File: config.mk
export PLATFORM = sky130hd
export DESIGN_NAME = itw_timer
export DESIGN_NICKNAME = d
export VERILOG_FILES = /design/src/hdl/itw_pkg.sv /design/src/hdl/itw_timer.sv
export SDC_FILE = /design/constraint.sdc
export NUM_CORES = 1
export LEC_CHECK = 0
export BUFFER_PORTS_ARGS = -buffer_cell sky130_fd_sc_hd__buf_2
export CORE_UTILIZATION = 35
export CTS_CLUSTER_SIZE = 12
export DETAILED_ROUTE_END_ITERATION = 12
export HOLD_SLACK_MARGIN = 0.05
export PLACE_DENSITY = 0.75
export SLEW_MARGIN = 25
export SYNTH_ARGS = -nofsm -noshare
export SYNTH_HDL_FRONTEND = slang
export SYNTH_SLANG_ARGS = --single-unit
File: constraint.sdc
create_clock -name mclk -period 1.7 [get_ports mclk]
set_input_delay 0.085 -clock mclk [delete_from_list [all_inputs] [get_ports mclk]]
set_output_delay 0.085 -clock mclk [all_outputs]
set_load 0.02 [all_outputs]
File: src/hdl/itw_pkg.sv
/*
 * constants, field layout and carrier types of the interval timer
 * assumes a 32-bit apb register bus and a single main clock
 */
package itw_pkg;

	// ==========================================================
	// register map
	localparam logic [31:0] MODE_ADDR = 32'hffff_f8b0;
	localparam logic [31:0] CMP_ADDR  = 32'hffff_f8b4;
	localparam logic [31:0] STAT_ADDR = 32'hffff_f8b8;
	localparam logic [31:0] MASK_ADDR = 32'hffff_f8bc;

	// ==========================================================
	// reset values and counter constants
	localparam logic [7:0] MODE_RESET = 8'h00;
	localparam logic [7:0] CMP_RESET  = 8'h00;
	localparam logic [7:0] CNT_START  = 8'h01;
	localparam logic [7:0] CMP_ONCE   = 8'h01;
	localparam logic [7:0] CNT_WRAP   = 8'h00;
	localparam logic [2:0] PRE_ZERO   = 3'h0;
	localparam logic [2:0] PRE_ONE    = 3'h1;
	localparam logic [31:0] RD_ZERO   = 32'h0000_0000;

	// ==========================================================
	// interrupt status and mask layout
	localparam int unsigned EVT_W     = 1;
	localparam int unsigned EVT_MATCH = 0;

	// ==========================================================
	// clock select encodings
	typedef enum logic [1:0] {
		SEL_DIV1 = 2'h0,
		SEL_DIV2 = 2'h1,
		SEL_DIV4 = 2'h2,
		SEL_DIV8 = 2'h3
	} itw_sel_t;

	// mode register layout, msb first
	typedef struct packed {
		logic       interval_run;
		logic       watch_clock_gate_off;
		logic [3:0] rsv;
		itw_sel_t   clock_select;
	} itw_mode_t;

endpackage

File: src/hdl/itw_timer.sv
/*
 * interval timer with watch clock output, apb register slave and interrupt
 * assumes apb master on mclk, synchronous active low reset, one clock domain
 */
`timescale 1ns/1ps

module itw_timer
	import itw_pkg::*;
(
	input  wire logic        mclk,
	input  wire logic        rstn,
	input  wire logic        psel,
	input  wire logic        penable,
	input  wire logic        pwrite,
	input  wire logic [31:0] paddr,
	input  wire logic [31:0] pwdata,
	input  wire logic [3:0]  pstrb,
	output logic      [31:0] prdata,
	output logic             pready,
	output logic             pslverr,
	output logic             interval_irq,
	output logic             watch_count_clk,
	output logic             irq
);

	// ==========================================================
	// state
	itw_mode_t         mode;
	logic [7:0]        cmp_val;
	logic [EVT_W-1:0]  stat;
	logic [EVT_W-1:0]  mask;
	logic [2:0]        pre;
	logic [7:0]        cnt;
	logic              fired_once;
	logic              toggle;
	logic              tick;
	logic              match;
	logic              next_toggle;
	logic              hit;
	logic              wr_acc;
	logic              wr_byte;
	logic [31:0]       next_rdata;

	function automatic logic is_mapped(input logic [31:0] a);
		is_mapped = (a == MODE_ADDR) || (a == CMP_ADDR) ||
			(a == STAT_ADDR) || (a == MASK_ADDR);
	endfunction

	function automatic logic sel_tick(input itw_sel_t s, input logic [2:0] p);
		case (s)
			SEL_DIV1: sel_tick = 1'b1;
			SEL_DIV2: sel_tick = p[0];
			SEL_DIV4: sel_tick = &p[1:0];
			SEL_DIV8: sel_tick = &p;
			default:  sel_tick = 1'b0;
		endcase
	endfunction

	// ==========================================================
	// apb slave: zero wait states, read data caught in setup phase
	assign hit     = is_mapped(paddr);
	assign pready  = penable;
	assign pslverr = psel && penable && !hit;
	assign wr_acc  = psel && penable && pwrite && hit;
	assign wr_byte = wr_acc && pstrb[0];

	always_comb begin
		next_rdata = RD_ZERO;
		case (paddr)
			MODE_ADDR: next_rdata[7:0] = mode;
			CMP_ADDR:  next_rdata[7:0] = cmp_val;
			STAT_ADDR: next_rdata[EVT_W-1:0] = stat;
			MASK_ADDR: next_rdata[EVT_W-1:0] = mask;
			default:   next_rdata = RD_ZERO;
		endcase
	end

	always_ff @(posedge mclk) begin
		if (!rstn) begin
			prdata <= RD_ZERO;
		end else if (psel && !penable && !pwrite) begin
			prdata <= next_rdata;
		end
	end

	// ==========================================================
	// software registers
	// reset to 00H
	always_ff @(posedge mclk) begin
		if (!rstn) begin
			mode <= MODE_RESET;
		end else if (wr_byte && paddr == MODE_ADDR) begin
			mode <= pwdata[7:0];
		end
	end

	// compare is taken whole; a new value applies at the next match check
	always_ff @(posedge mclk) begin
		if (!rstn) begin
			cmp_val <= CMP_RESET;
		end else if (wr_byte && paddr == CMP_ADDR) begin
			cmp_val <= pwdata[7:0];
		end
	end

	always_ff @(posedge mclk) begin
		if (!rstn) begin
			mask <= '0;
		end else if (wr_byte && paddr == MASK_ADDR) begin
			mask <= pwdata[EVT_W-1:0];
		end
	end

	// sticky status: interval_irq in the clearing cycle still sets the bit
	always_ff @(posedge mclk) begin
		if (!rstn) begin
			stat <= '0;
		end else begin
			if (wr_byte && paddr == STAT_ADDR) begin
				stat <= stat & ~pwdata[EVT_W-1:0];
			end
			if (interval_irq) begin
				stat[EVT_MATCH] <= 1'b1;
			end
		end
	end

	assign irq = |(stat & mask);

	// ==========================================================
	// prescaler and selector
	// free divider while running
	always_ff @(posedge mclk) begin
		if (!rstn || !mode.interval_run) begin
			pre <= PRE_ZERO;
		end else begin
			pre <= pre + PRE_ONE;
		end
	end

	assign tick = mode.interval_run && sel_tick(mode.clock_select, pre);

	// ==========================================================
	// 8-bit counter
	// compare 00H matches after wrap
	assign match = tick && (cnt == cmp_val);

	always_ff @(posedge mclk) begin
		if (!rstn || !mode.interval_run) begin
			cnt <= CNT_START;
		end else if (match) begin
			cnt <= CNT_START;
		end else if (tick) begin
			cnt <= cnt + CNT_START;
		end
	end

	// remembers the first match since start
	always_ff @(posedge mclk) begin
		if (!rstn || !mode.interval_run) begin
			fired_once <= 1'b0;
		end else if (match) begin
			fired_once <= 1'b1;
		end
	end

	always_ff @(posedge mclk) begin
		if (!rstn) begin
			interval_irq <= 1'b0;
		end else begin
			interval_irq <= match && !(cmp_val == CMP_ONCE && fired_once);
		end
	end

	// ==========================================================
	// watch clock output
	// halving stage
	assign next_toggle = mode.interval_run && (toggle ^ match);

	always_ff @(posedge mclk) begin
		if (!rstn) begin
			toggle <= 1'b0;
		end else begin
			toggle <= next_toggle;
		end
	end

	// gate, kept in a flop so the output has no glitches
	always_ff @(posedge mclk) begin
		if (!rstn) begin
			watch_count_clk <= 1'b0;
		end else begin
			watch_count_clk <= next_toggle && !mode.watch_clock_gate_off;
		end
	end
endmodule
Word-level counts from Yosys, hierarchy flattened:

Cells that the tools add are included.

* $add $sub $neg: 2
* eq/ne operators: 9
* mux-type cells: 5
* bitwise gates (word level): 4
* reductions and logical operators: 33

Operator list (number)
* $eq A32 B32 Y1 const B: 4
* $logic_and A1 B1 Y1: 17
* $pmux W7 S2: 1
* $add A8 B1 Y8 const B: 1
* $eq A8 B1 Y1 const B: 1
* $eq A8 B8 Y1: 1
* $pmux W1 S4: 2
* $logic_not A1 Y1: 7
* $eq A2 B2 Y1 const B: 2
* $logic_or A1 B1 Y1: 4
* $add A3 B1 Y3 const B: 1
* $reduce_and A3 Y1: 1
* $and A1 B1 Y1: 2
* $eq A2 B1 Y1 const B: 1
* $logic_not A2 Y1: 1
* $mux W1: 2
* $reduce_and A2 Y1: 1
* $reduce_bool A2 Y1: 1
* $reduce_or A2 Y1: 1
* $not A1 Y1: 1
* $xor A1 B1 Y1: 1

* register bits after elaboration: 41
* input port bits: 73

Logic depth before layout (Yosys ltp):

* depth after elaboration: 9
* mapped depth: 7
* gate-level depth less buffers: 6

Least setup slack after synthesis:

No wires, ideal clock.

* path type: reg-to-reg
* from: register pre[0]
* to: register watch_count_clk
* library setup time: 0.066 ns
* arrival time: 1.738 ns
* data required time: 1.634 ns
* path slack: -0.104 ns
* stages on the path, launching flop included: 7
* buffers on the path: 0
* period minus slack after synthesis: 1.804 ns
* cell sequence: dfxtp_1 > ha_1 > ha_1 > mux2i_1 > a211o_4 > or4b_4 > a21oi_2

* word-level cells in the longest chain between the ends: 7

RTL lines
* from (decl): RTL line itw_timer.sv:32 `logic [2:0] pre;`
* from (signal assigned): RTL line itw_timer.sv:137 `pre <= pre + PRE_ONE;`
* $reduce_and A3 Y1 or $reduce_and A2 Y1 (tied branches): RTL line itw_timer.sv:54, itw_timer.sv:53
* $pmux W1 S4 (*): RTL line itw_timer.sv:50 `case (s)`
* $logic_and A1 B1 Y1 (*): RTL line itw_timer.sv:141 `assign tick = mode.interval_run && sel_tick(mode.clock_select, pre);`
* $logic_and A1 B1 Y1 (*): RTL line itw_timer.sv:146 `assign match = tick && (cnt == cmp_val);`
* $xor A1 B1 Y1 (*): RTL line itw_timer.sv:178 `assign next_toggle = mode.interval_run && (toggle ^ match);`
* $logic_and A1 B1 Y1 (*): RTL line itw_timer.sv:178
* $logic_and A1 B1 Y1 (*): RTL line itw_timer.sv:193 `watch_count_clk <= next_toggle && !mode.watch_clock_gate_off;`
* to (signal assigned): RTL line itw_timer.sv:193
* to (decl): RTL line itw_timer.sv:22 `output logic watch_count_clk,`

Every way passes the cells marked *; elsewhere a longest branch is shown, timed or not.
A chain may end at the register's enable or synchronous reset.

Final worst setup path:

* from: register pre[0]
* to: register cnt[7]

* word-level cells in the longest chain between the ends: 5

RTL lines
* $reduce_and A3 Y1 or $reduce_and A2 Y1 (tied branches): RTL line itw_timer.sv:54, itw_timer.sv:53
* $pmux W1 S4 (*): RTL line itw_timer.sv:50
* $logic_and A1 B1 Y1 (*): RTL line itw_timer.sv:141
* $logic_and A1 B1 Y1: RTL line itw_timer.sv:146
* $reduce_or A2 Y1 (no source line)
* to (signal assigned): RTL line itw_timer.sv:154 `cnt <= cnt + CNT_START;`
* to (decl): RTL line itw_timer.sv:33 `logic [7:0] cnt;`

Marks and branches as above.

==> impl_metrics.yaml <==
sta:
  fmax_mhz: 560
  final.min_clock_period_ns: 1.79
  final_hold_violations: 0
  setup-violations-final: 6
  final.period_utilization: 1.05
  setup-tns-final_ns: -0.325
  worst_clock_skew_ns: 0.00600
  report.final.slew_viol_count: 0
  setup_repair_after_global_routing_missed_its_margin: "yes"
  timing.final.ws_setup_ns: -0.0863
synth:
  synthCells: 235
  yosysUniqueCellTypes: 43
  syn-mean-instance-area_um2: 9.35
  netlist_area_mm2: 0.00220
  synth_sequential_area_ratio: 0.374
  yosys_register_bits: 41
  synth.yosys.warnings: 0
final_layout:
  layout_net_count: 383
  syn2layout_area_growth_pct: 27.4
  fillCellCount: 573
  fin_area_mm2: 0.00280
  multiInputGateArea_mm2: 0.00133
  area.sequential_um2: 823
  finalCoreUtilization: 0.467
  drive_gt1_frac: 0.341
  diodes: 0
place:
  place.port_buffers: 58
  detailedPlacementHpwl_um: 3640
  placement.cell_area_mm2: 0.00257
  dp_slack_ns: -0.0760
  gpl.final_weighted_congestion: 0.837
worst_setup_path:
  crit_cells: 6
  startpoint_type: "flop"
  cp_most_frequent_cell: "ha_4"
  critical_path_class: "reg2reg"
  crit_path_buf_inv_count: 0
  cp_max_fo: 5
  cp-end-kind: "flop"
  crit_arrival_ns: 2.02
  r2r_slack_ns: -0.09
  slowest_stage: "or4_4"
  timing.rr.end: "cnt[7]"
  worstReg2RegStart: "pre[0]"
  worstRegToRegCells: 6
  max_stage_delay_on_crit_path_ns: 0.52
  critical_path.top_delay_family: "simple AND/OR/NAND/NOR gates"
  required_ns: 1.94
  path_cells: "ha_4, ha_4, mux2i_4, a211o_4, or4_4, a21oi_2"
routing:
  vias_per_cell: 4.88
  routed.top_layer: "met4"
  route.antenna.remaining_nets: 0
  detailedRoute.firstPassIterationCount: 4
  detailroute.via_count: 1869
  wirelength_met1_um: 2100
  detailroute.wirelength.met2_um: 2500
  drc_markers: 0
  drt_iter0_markers: 121
  totalWireLength_um: 4970
  routed-wl-met3_um: 298
  wire_per_inst_um: 13.0
power_and_ir_drop:
  static-leakage-power_uw: 0.00124
  peak_vdd_ir_mv: 0.421
  power_per_cell_area_mw_per_mm2: 731
clock_tree:
  htree_levels: 2
  clkTransAtPathRegs_ns: 0.08
  cts_inserted_buffers: 5
  clock-sinks: 41
  cts-root-buf: "clkbuf_8"
  clock_tree.buffer_depth: 2
  clock_tree_from_tritoncts: "built"
  cts_hold_repair_buffers: 0
  worst_skew_pair.late_latency_ns: 0.29
hold_path:
  holdCritStartpoint: "pwdata[5]"
  hold_path_end: "cmp_val[5]"
  timing.hold.worst.class: "in2reg"
  hold_depth: 3
flow_run:
  maxCapViolations: 0
grt:
  antenna_found_initial: 0
  global_route_wire_length_before_repair_um: 7810
  grt_overflow_total: 0
  grt_start_max_net_pins: 23
  aggregate_global_route_resource_usage: 0.158
  grt_pass1_vias: 1697
status:
  outcome: "complete, but fails checks"
  violations: "setup timing"
floorplanning:
  io_pins: 110
  floorplan.core_area_mm2: 0.00599
  core.rowCount: 28
  die-height_um: 81.2
  die_outline_area_mm2: 0.00660
  effective_utilization_at_floorplan: 0.367
  dieWidth_um: 81.2
-- sequential cells by signal (all words and copies together), names as in the netlist --
signal	count
cnt	8
cmp_val	8
fired_once	1
interval_irq	1
mode	8
mask	1
pre	3
toggle	1
watch_count_clk	1
prdata	8
stat	1
-- power by group --
part | switching [uW] | internal (uW) | total, uW
Combinational | 104 | 58.7 | 163
Clock | 342 | 583 | 926
Sequential | 0.0000000122 | 959 | 959
-- stage by stage --
stage,cells,hold WS [ns],total power (uW)
floorplan,258,0.246,1120
global placement,373,0.365,1140
detailed placement,373,0.370,1140
CTS,382,0.0506,2060
global route,383,0.0586,2110
finish,383,0.0558,2050
-- synthesized netlist by cell type (all sizes together) --
cell type	count	area, um^2
a211o	1	17.5
a21boi	1	7.51
a21oi	7	38.8
and2	2	12.5
and3	7	43.8
and4	1	8.76
buf	27	196
clkbuf	4	15.0
conb	1	3.75
dfxtp	41	821
ha	3	37.5
inv	2	7.51
mux2i	26	260
mux4	1	22.5
nand2	38	143
nand2b	3	18.8
nand3	6	55.1
nand3b	1	7.51
nand4	7	43.8
nand4b	5	58.8
nand4bb	1	11.3
nor2	3	11.3
nor2b	1	6.26
nor3	4	20.0
nor3b	3	22.5
nor4	2	25.0
nor4b	1	8.76
o21a	1	7.51
o21ai	11	55.1
o31ai	5	51.3
or3	5	36.3
or4	4	30.0
or4b	1	13.8
xnor2	8	70.1
xor2	1	8.76
-- layout make-up --
class | instances | share of cell area
Clock buffer | 5 | 0.0246
Multi-Input combinational cell | 185 | 0.476
Inverter | 2 | 0.00268
Clock inverter | 3 | 0.0232
Timing Repair Buffer | 72 | 0.146
Sequential cell | 41 | 0.294
Tap cell | 75 | 0.0335
-- how the worst max path moves through the flow --
stage | start | endpoint | slack [ns]
3_5_place_dp | pre[0] | cnt[7] | -0.08
2_1_floorplan | pre[0] | watch_count_clk | 0.008
4_1_cts | pre[0] | cnt[7] | -0.07
3_3_place_gp | pre[1] | watch_count_clk | -0.04
5_1_grt | pre[1] | cnt[7] | -0.12
6_report | pre[0] | cnt[7] | -0.09
-- cell families (layout without fill, tap and decap cells) --
kind of cell    after synthesis  after routing  synth area share
fa+ha+maj                     3              3            0.0171
compound gates               26             27            0.0809
xor+xnor                      9              9            0.0359
other cells                   1             24           0.00171
simple gates                 95             95             0.263
flops                        41             41             0.374
mux                          27             27             0.129
buf+inv                      33             82            0.0997
-- routing by layer --
metal / up-vias / global-route usage
met5: - / 0
met4: 0 / 0.0625
met3: 5 / 0.0382
met2: 62 / 0.285
met1: 865 / 0.178
li1: 937 / -
-- layout by cell type, fill, tap and decap left out, drive strengths merged, types with 3 or more instances in the layout --
cell and count:
a21oi 7, and3 7, buf 72, clkbuf 5
conb 24, dfxtp 41, ha 3, mux2i 26
nand2 38, nand2b 3, nand3 6, nand4 7
nand4b 5, nor2 3, nor3 4, nor3b 3
o21ai 11, o31ai 5, or3 5, or4 4
xnor2 8
-- worst register-to-register path, stage by stage, from the launching register on --
cell and delay [ns]:
dfxtp_2 0.35, ha_4 0.14, ha_4 0.13, mux2i_4 0.07
a211o_4 0.37, or4_4 0.52, a21oi_2 0.14
-- repair_timing --
action | CTS | global route
cloned | 1 | 0
endpoints found under the setup margin | 7 | 10
buffers inserted | 0 | 1
resized for setup | 4 | 8
pin swaps | 5 | 5
Note: power is estimated with default switching activity, not from simulation.
